File: src/pim_pkg.sv
// Constants of the peripheral identifier map: identifier numbers, masks and reset values.
// Assumes one master clock and a synchronous system reset shared by every user.
package pim_pkg;

    // =========================================================================
    // Identifier space
    // =========================================================================
    localparam int NUM_IDS = 32;

    localparam int ID_FAST_IRQ    = 0;
    localparam int ID_SYS_GROUP   = 1;
    localparam int ID_IO_PORT_A   = 2;
    localparam int ID_IO_PORT_B   = 3;
    localparam int ID_IO_PORT_C   = 4;
    localparam int ID_ANALOG_CONV = 5;
    localparam int ID_SERIAL_0    = 6;
    localparam int ID_SERIAL_1    = 7;
    localparam int ID_SERIAL_2    = 8;
    localparam int ID_CARD_HOST   = 9;
    localparam int ID_USB_DEVICE  = 10;
    localparam int ID_TWO_WIRE    = 11;
    localparam int ID_SPI_0       = 12;
    localparam int ID_SPI_1       = 13;
    localparam int ID_SYNC_SERIAL = 14;
    localparam int ID_UNUSED_0    = 15;
    localparam int ID_UNUSED_1    = 16;
    localparam int ID_TIMER_0     = 17;
    localparam int ID_TIMER_1     = 18;
    localparam int ID_TIMER_2     = 19;
    localparam int ID_USB_HOST    = 20;
    localparam int ID_ETHERNET    = 21;
    localparam int ID_IMAGE       = 22;
    localparam int ID_SERIAL_3    = 23;
    localparam int ID_SERIAL_4    = 24;
    localparam int ID_SERIAL_5    = 25;
    localparam int ID_TIMER_3     = 26;
    localparam int ID_TIMER_4     = 27;
    localparam int ID_TIMER_5     = 28;
    localparam int ID_EXT_IRQ_0   = 29;
    localparam int ID_EXT_IRQ_1   = 30;
    localparam int ID_EXT_IRQ_2   = 31;

    // =========================================================================
    // Masks and reset values
    // =========================================================================
    // Identifiers whose clock enable bit really gates a clock.
    localparam logic [31:0] CLK_GATED_MASK = 32'h1fee_7ffc;
    // Identifiers whose interrupt source is wired to a requester.
    localparam logic [31:0] IRQ_USED_MASK  = 32'hfffe_7fff;
    localparam logic [31:0] CLK_EN_RESET   = 32'h0000_0000;
    localparam logic [31:0] IRQ_SRC_RESET  = 32'h0000_0000;
    localparam logic        SYS_CLK_RESET  = 1'b1;

endpackage

File: src/pim_clk_slot.sv
// One peripheral clock enable bit driven by set and clear write strobes.
// Assumes the strobes are one-cycle pulses synchronous to clk.
module pim_clk_slot
    import pim_pkg::*;
#(
    parameter logic GATED = 1'b1
)(
    // Clock and reset
    input  wire logic clk,
    input  wire logic srst,
    // Write strobes for this bit
    input  wire logic set_hit,
    input  wire logic clr_hit,
    // Enable state
    output logic      en_q
);

    logic en_d;

    // Next enable; set wins when both strobes land together, so no set request is lost.
    always_comb
    begin
        en_d = en_q;
        if (!GATED)
        begin
            en_d = 1'b0;
        end
        else if (set_hit)
        begin
            en_d = 1'b1;
        end
        else if (clr_hit)
        begin
            en_d = 1'b0;
        end
    end

    // Register the enable.
    always_ff @(posedge clk)
    begin
        if (srst)
        begin
            en_q <= CLK_EN_RESET[0];
        end
        else
        begin
            en_q <= en_d;
        end
    end

endmodule

File: src/pim_id_map.sv
// Peripheral identifier map: gathers interrupt requests into the 32 sources of the
// vectored interrupt controller and holds the 32 peripheral clock enable bits.
// Assumes requests are levels synchronous to clk and clock writes are one-cycle pulses.
module pim_id_map
    import pim_pkg::*;
(
    // Clock and reset
    input  wire logic        clk,
    input  wire logic        srst,
    // External interrupt pins
    input  wire logic        fast_irq_pin,
    input  wire logic        ext_irq_pin_0,
    input  wire logic        ext_irq_pin_1,
    input  wire logic        ext_irq_pin_2,
    // System unit group requests
    input  wire logic        mem_ctrl_irq,
    input  wire logic        debug_serial_irq,
    input  wire logic        interval_timer_irq,
    input  wire logic        rt_timer_irq,
    input  wire logic        watchdog_irq,
    input  wire logic        reset_ctrl_irq,
    input  wire logic        power_clock_manager_irq,
    // Peripheral requests
    input  wire logic        io_port_a_irq,
    input  wire logic        io_port_b_irq,
    input  wire logic        io_port_c_irq,
    input  wire logic        analog_conv_irq,
    input  wire logic        serial_port_0_irq,
    input  wire logic        serial_port_1_irq,
    input  wire logic        serial_port_2_irq,
    input  wire logic        memory_card_host_irq,
    input  wire logic        usb_device_port_irq,
    input  wire logic        two_wire_port_irq,
    input  wire logic        spi_port_0_irq,
    input  wire logic        spi_port_1_irq,
    input  wire logic        sync_serial_ctrl_irq,
    input  wire logic        timer_counter_0_irq,
    input  wire logic        timer_counter_1_irq,
    input  wire logic        timer_counter_2_irq,
    input  wire logic        usb_host_port_irq,
    input  wire logic        ethernet_ctrl_irq,
    input  wire logic        image_sensor_port_irq,
    input  wire logic        serial_port_3_irq,
    input  wire logic        serial_port_4_irq,
    input  wire logic        serial_port_5_irq,
    input  wire logic        timer_counter_3_irq,
    input  wire logic        timer_counter_4_irq,
    input  wire logic        timer_counter_5_irq,
    // Clock set and clear writes from the power clock manager
    input  wire logic        clk_set_wr,
    input  wire logic [31:0] clk_set_data,
    input  wire logic        clk_clr_wr,
    input  wire logic [31:0] clk_clr_data,
    // Interrupt sources to the vectored interrupt controller
    output logic      [31:0] irq_src_q,
    // Clock enables, bit position equals identifier
    output logic      [31:0] periph_clk_en_q,
    output logic             sys_clk_en_q
);

    // =========================================================================
    // Interrupt source gathering
    // =========================================================================
    logic [31:0] irq_src_d;
    logic        sys_group_req;

    assign sys_group_req = mem_ctrl_irq | debug_serial_irq | interval_timer_irq
                         | rt_timer_irq | watchdog_irq | reset_ctrl_irq
                         | power_clock_manager_irq;

    // Place each request on its identifier; unused slots stay low.
    always_comb
    begin
        irq_src_d                 = IRQ_SRC_RESET;
        irq_src_d[ID_FAST_IRQ]    = fast_irq_pin;
        irq_src_d[ID_EXT_IRQ_0]   = ext_irq_pin_0;
        irq_src_d[ID_EXT_IRQ_1]   = ext_irq_pin_1;
        irq_src_d[ID_EXT_IRQ_2]   = ext_irq_pin_2;
        irq_src_d[ID_SYS_GROUP]   = sys_group_req;
        irq_src_d[ID_IO_PORT_A]   = io_port_a_irq;
        irq_src_d[ID_IO_PORT_B]   = io_port_b_irq;
        irq_src_d[ID_IO_PORT_C]   = io_port_c_irq;
        irq_src_d[ID_ANALOG_CONV] = analog_conv_irq;
        irq_src_d[ID_SERIAL_0]    = serial_port_0_irq;
        irq_src_d[ID_SERIAL_1]    = serial_port_1_irq;
        irq_src_d[ID_SERIAL_2]    = serial_port_2_irq;
        irq_src_d[ID_CARD_HOST]   = memory_card_host_irq;
        irq_src_d[ID_USB_DEVICE]  = usb_device_port_irq;
        irq_src_d[ID_TWO_WIRE]    = two_wire_port_irq;
        irq_src_d[ID_SPI_0]       = spi_port_0_irq;
        irq_src_d[ID_SPI_1]       = spi_port_1_irq;
        irq_src_d[ID_SYNC_SERIAL] = sync_serial_ctrl_irq;
        irq_src_d[ID_TIMER_0]     = timer_counter_0_irq;
        irq_src_d[ID_TIMER_1]     = timer_counter_1_irq;
        irq_src_d[ID_TIMER_2]     = timer_counter_2_irq;
        irq_src_d[ID_USB_HOST]    = usb_host_port_irq;
        irq_src_d[ID_ETHERNET]    = ethernet_ctrl_irq;
        irq_src_d[ID_IMAGE]       = image_sensor_port_irq;
        irq_src_d[ID_SERIAL_3]    = serial_port_3_irq;
        irq_src_d[ID_SERIAL_4]    = serial_port_4_irq;
        irq_src_d[ID_SERIAL_5]    = serial_port_5_irq;
        irq_src_d[ID_TIMER_3]     = timer_counter_3_irq;
        irq_src_d[ID_TIMER_4]     = timer_counter_4_irq;
        irq_src_d[ID_TIMER_5]     = timer_counter_5_irq;
        irq_src_d                 = irq_src_d & IRQ_USED_MASK;
    end

    // Register the sources; costs one cycle of latency but keeps outputs glitch free.
    always_ff @(posedge clk)
    begin
        if (srst)
        begin
            irq_src_q <= IRQ_SRC_RESET;
        end
        else
        begin
            irq_src_q <= irq_src_d;
        end
    end

    // =========================================================================
    // Peripheral clock enables
    // =========================================================================
    logic sys_clk_en_d;

    genvar gi;
    generate
        for (gi = 0; gi < NUM_IDS; gi = gi + 1)
        begin : g_slot
            pim_clk_slot #(
                .GATED (CLK_GATED_MASK[gi])
            ) u_slot (
                .clk     (clk),
                .srst    (srst),
                .set_hit (clk_set_wr & clk_set_data[gi]),
                .clr_hit (clk_clr_wr & clk_clr_data[gi]),
                .en_q    (periph_clk_en_q[gi])
            );
        end
    endgenerate

    assign sys_clk_en_d = 1'b1;

    // The system unit clock has no off state; reset value matches the running value.
    always_ff @(posedge clk)
    begin
        if (srst)
        begin
            sys_clk_en_q <= SYS_CLK_RESET;
        end
        else
        begin
            sys_clk_en_q <= sys_clk_en_d;
        end
    end
endmodule

File: config.mk
export PLATFORM = sky130hd
export DESIGN_NAME = pim_id_map
export DESIGN_NICKNAME = d
export VERILOG_FILES = /design/src/pim_pkg.sv /design/src/pim_clk_slot.sv /design/src/pim_id_map.sv
export SDC_FILE = /design/constraint.sdc
export NUM_CORES = 1
export LEC_CHECK = 0
export BUFFER_PORTS_ARGS = -buffer_cell sky130_fd_sc_hd__buf_2
export CELL_PAD_IN_SITES_DETAIL_PLACEMENT = 0
export CELL_PAD_IN_SITES_GLOBAL_PLACEMENT = 2
export CORE_MARGIN = 4
export CORE_UTILIZATION = 23
export CTS_BUF_LIST = sky130_fd_sc_hd__clkbuf_4 sky130_fd_sc_hd__clkbuf_8
export CTS_CLUSTER_SIZE = 10
export DETAILED_ROUTE_END_ITERATION = 16
export PLACE_DENSITY = 0.95
export REMOVE_ABC_BUFFERS = 1
export SLEW_MARGIN = 20
export SYNTH_ARGS = -nofsm -noshare
export SYNTH_HDL_FRONTEND = slang
export SYNTH_SLANG_ARGS = --single-unit
File: constraint.sdc
create_clock -name clk -period 1.4 [get_ports clk]
set_input_delay 0.28 -clock clk [delete_from_list [all_inputs] [get_ports clk]]
set_output_delay 0.28 -clock clk [all_outputs]
set_load 0.02 [all_outputs]
# == After elaboration in Yosys (flattened, before gate mapping) ==
# Index checks and enable logic that the tools add are counted.
# classes
n_reduce_logical,24
muxes,48
n_bitwise,54
# op_table
operator,count
1-bit bitwise AND,48
1-bit two-way mux,48
2-bit nonzero test,24
1-bit OR,6
# word_totals
wordCells,152
out_inout_bits,65
inputBits,104
regBits,56

# == Depth between registers and ports, before layout ==
# depth
depth_word,6
ltp_mapped,3
ltp_nobuf,2

# == By module ==
# From an unflattened synthesis, not the netlist that was laid out.
# hier_totals
hier_cells,252
area_unflattened_um2,2374.8
# by_module_without_submodules
mod,area_each_um2,cells_per_inst,n_inst
pim_id_map,1353.8,140,1
pim_clk_slot (g_slot[10].u_slot ...),38.8,4,24
pim_clk_slot (g_slot[0].u_slot ...),11.3,2,8

# == Least setup slack after synthesis ==
# No wires, ideal clock.
# synth_timing
path_kind,in2reg
start,input port srst
end,register irq_src_q[0]
setup_time_ns,0.119
required_time_ns,1.281
path_stages,3
setup_slack_ns,0.604
path_buffers,2
arrival_time_ns,0.677
cell_sequence,buf_2 > buf_2 > nor2b_1
# synth_rtl
element,line,rtl
start: declaration,pim_id_map.sv:9,"input wire logic srst,"
end signal: assignment,pim_id_map.sv:117,irq_src_q <= irq_src_d;
end: declaration,pim_id_map.sv:55,"output logic [31:0] irq_src_q,"
# No word-level cell between the ends.

# == Worst setup path after layout ==
# layout_timing
start,register g_slot[9].u_slot.en_q
end,output port periph_clk_en_q[9]
# layout_rtl
element,line,rtl
start: declaration,pim_clk_slot.sv:15,output logic en_q
start signal: assignment,pim_clk_slot.sv:43,en_q <= CLK_EN_RESET[0];
start signal: assignment,pim_clk_slot.sv:47,en_q <= en_d;
end: declaration,pim_id_map.sv:57,"output logic [31:0] periph_clk_en_q,"
# No word-level cell between the ends.

==> flow_summary.toml <==
[run_status]
status = "complete, no violations"

[routing]
ant_nets = 0
firstDrtPassIters = 4
routed_wl_um = 5210
vias = 1708
drtIter0Drc = 46
vias_per_cell = 4.00
wl_per_cell_um = 12.2
route.detailed.drc = 0

[logic_synthesis]
synth_area_um2 = 2140
synth_warnings = 0
synthCells = 205
avgSynthCellArea_um2 = 10.4
ys_types = 13
synth.largest_area_cell = "dfxtp_1"
ys_seq_area_share_pct = 50.5
synthTopCellsByArea = "dfxtp_1 (50%), buf_4 (13%), a21bo_1 (9.3%)"
synth_seq_cells = 54
netlist.area_leader.share_pct = 50.5

[cts]
post_cts_resized = 0
h-tree-depth = 2
clock_sinks = 54
clock_latency_ns = 0.30
clockRootBuffer = "clkbuf_8"
clock_path_buffers = 2
cts_setup_buffers = 0
clkTransAtPathRegs_ns = 0.10
hold_buffers = 0
cts_buffers = 5
cts_tree = "yes"

[power]
ir_drop_v = 0.000385
powerDensity_nw_per_um2 = 1150
power_leakage_nw = 1.41
p_total_mw = 3.23

[setup_path]
cp_cell_sequence = "buf_2"
cp_slowest_stage_delay_ns = 0.35
startpoint_type = "register"
worst-path-buf-inv = 1
critPathRequiredTime_ns = 1.12
cp_max_fo = 2
worst-setup-path-type = "register to output port"
worstPathArrival_ns = 0.81
cp-end-kind = "output port"
slowest_stage = "dfxtp_1"
path_delay_family = "flip-flops"

[floorplanning]
rows = 34
dieArea_um2 = 10900
core_um2 = 8890
start_util_pct = 24.1
die_x_um = 105
die_y_um = 105
io_pins = 169

[grt]
grt_max_degree = 55
grt_pass1_vias = 1577
grt_overflow_total = 0
grt_util_all_layers_pct = 9.17
antenna_found_initial = 0
grt_first_pass_wirelength_um = 8130

[timing]
hold_viol_final = 0
final.setup.tns_ns = 0
timing.slew.headroom_pct = 66.0
slew_violations = 0
tightest_slew_ns = 0.509
rsz0062_at_grt = "no"
fmax_mhz = 915
setup_viol = 0
period_share_pct = 78.1
period_needed_ns = 1.09
finClkSkew_ns = 0

[final_layout]
area_growth_pct = 31.7
fillCellCount = 950
nets = 422
layout-drive-gt1-share_pct = 54.5
antennaDiodeCount = 0

[hold_path]
min_path_type = "primary input to register"

[job]
cap_violations = 0

[placement]
dp_hpwl_um = 3900
io_buffers = 141
place.gp.congestion = 0.687
## power by group
| part | total (mW) | internal (mW) | switching (mW) | leakage, nW |
|---|---|---|---|---|
| combinational | 0.536 | 0.233 | 0.303 | 0.911 |
| sequential | 1.65 | 1.62 | 0.0271 | 0.449 |
| clock | 1.04 | 0.553 | 0.492 | 0.0548 |
| total | 3.23 | 2.41 | 0.822 | 1.41 |
## metrics by stage
| stage | setup slack, ns | util, % | area [um2] | std cells | hold slack [ns] |
|---|---|---|---|---|---|
| 3_3_place_gp | 0.286 | 30.4 | 2710 | 419 | 0.489 |
| 5_1_grt | 0.242 | 31.7 | 2820 | 427 | 0.167 |
| 6_report | 0.307 | 31.7 | 2820 | 427 | 0.190 |
| 2_1_floorplan | 0.569 | - | 1850 | 169 | 0.342 |
| 4_1_cts | 0.285 | 31.7 | 2820 | 427 | 0.175 |
| 3_5_place_dp | 0.280 | 30.4 | 2710 | 419 | 0.494 |
## worst paths after layout
| kind | to | slack [ns] | from | cells after the start |
|---|---|---|---|---|
| worst min register to register | g_slot[28].u_slot.en_q | 0.58 | g_slot[28].u_slot.en_q | 2 |
| worst max-delay path | periph_clk_en_q[9] | 0.31 | g_slot[9].u_slot.en_q | 1 |
| worst max register to register | g_slot[23].u_slot.en_q | 0.66 | g_slot[23].u_slot.en_q | 2 |
| worst min-delay path | irq_src_q[20] | 0.19 | usb_host_port_irq | 2 |
## cells in the final DEF (no fill, tap or decap)
cell / synthesis / routed
nor3_1: 1 / 1
dfxtp_1: 54 / 54
a21bo_1: 20 / 20
conb_1: 2 / 11
clkbuf_4: 0 / 1
a21bo_2: 4 / 4
nor4_1: 1 / 1
nand2_1: 24 / 24
buf_12: 0 / 1
clkinvlp_4: 0 / 1
clkbuf_8: 0 / 5
buf_2: 6 / 141
a21oi_1: 5 / 5
bufinv_16: 0 / 1
nor2b_1: 29 / 29
a21oi_2: 20 / 20
## synthesized netlist by cell type (all sizes together)
cell type,number
a21oi,25
nand2,24
a21bo,24
buf,45
nor2b,29
nor4,1
nor3,1
conb,2
dfxtp,54
## kinds of logic (layout without fill, tap and decap cells)
logic type             after synthesis  in the layout  share of synthesized area [%]
AND/OR/NAND/NOR                     55             55                           13.2
flip-flops                          54             54                           50.5
AO/OA/AOI/OAI                       49             49                           20.6
buffers and inverters               45            150                           15.4
other                                2             11                          0.351
## metal layers
metal | share of wire [%] | track usage, %
met5 | 0 | 0
met4 | 1.1 | 2.56
met3 | 9.6 | 3.41
met2 | 48 | 15.4
met1 | 41 | 11.0
## registers in the layout, indices dropped and copies added (netlist names)
name	cells
g_slot.u_slot.en_q	24
irq_src_q	30
## cell type report
class / count / area [um2] / share of cell area, %
clock inverters: 2 / 37.5 / 1.33
multi-input cells: 115 / 764 / 27.1
well taps: 108 / 135 / 4.79
clock buffers: 6 / 76.3 / 2.71
flip-flops and latches: 54 / 1080 / 38.3
repair buffers: 142 / 726 / 25.7
(Power assumes the default switching activity.)
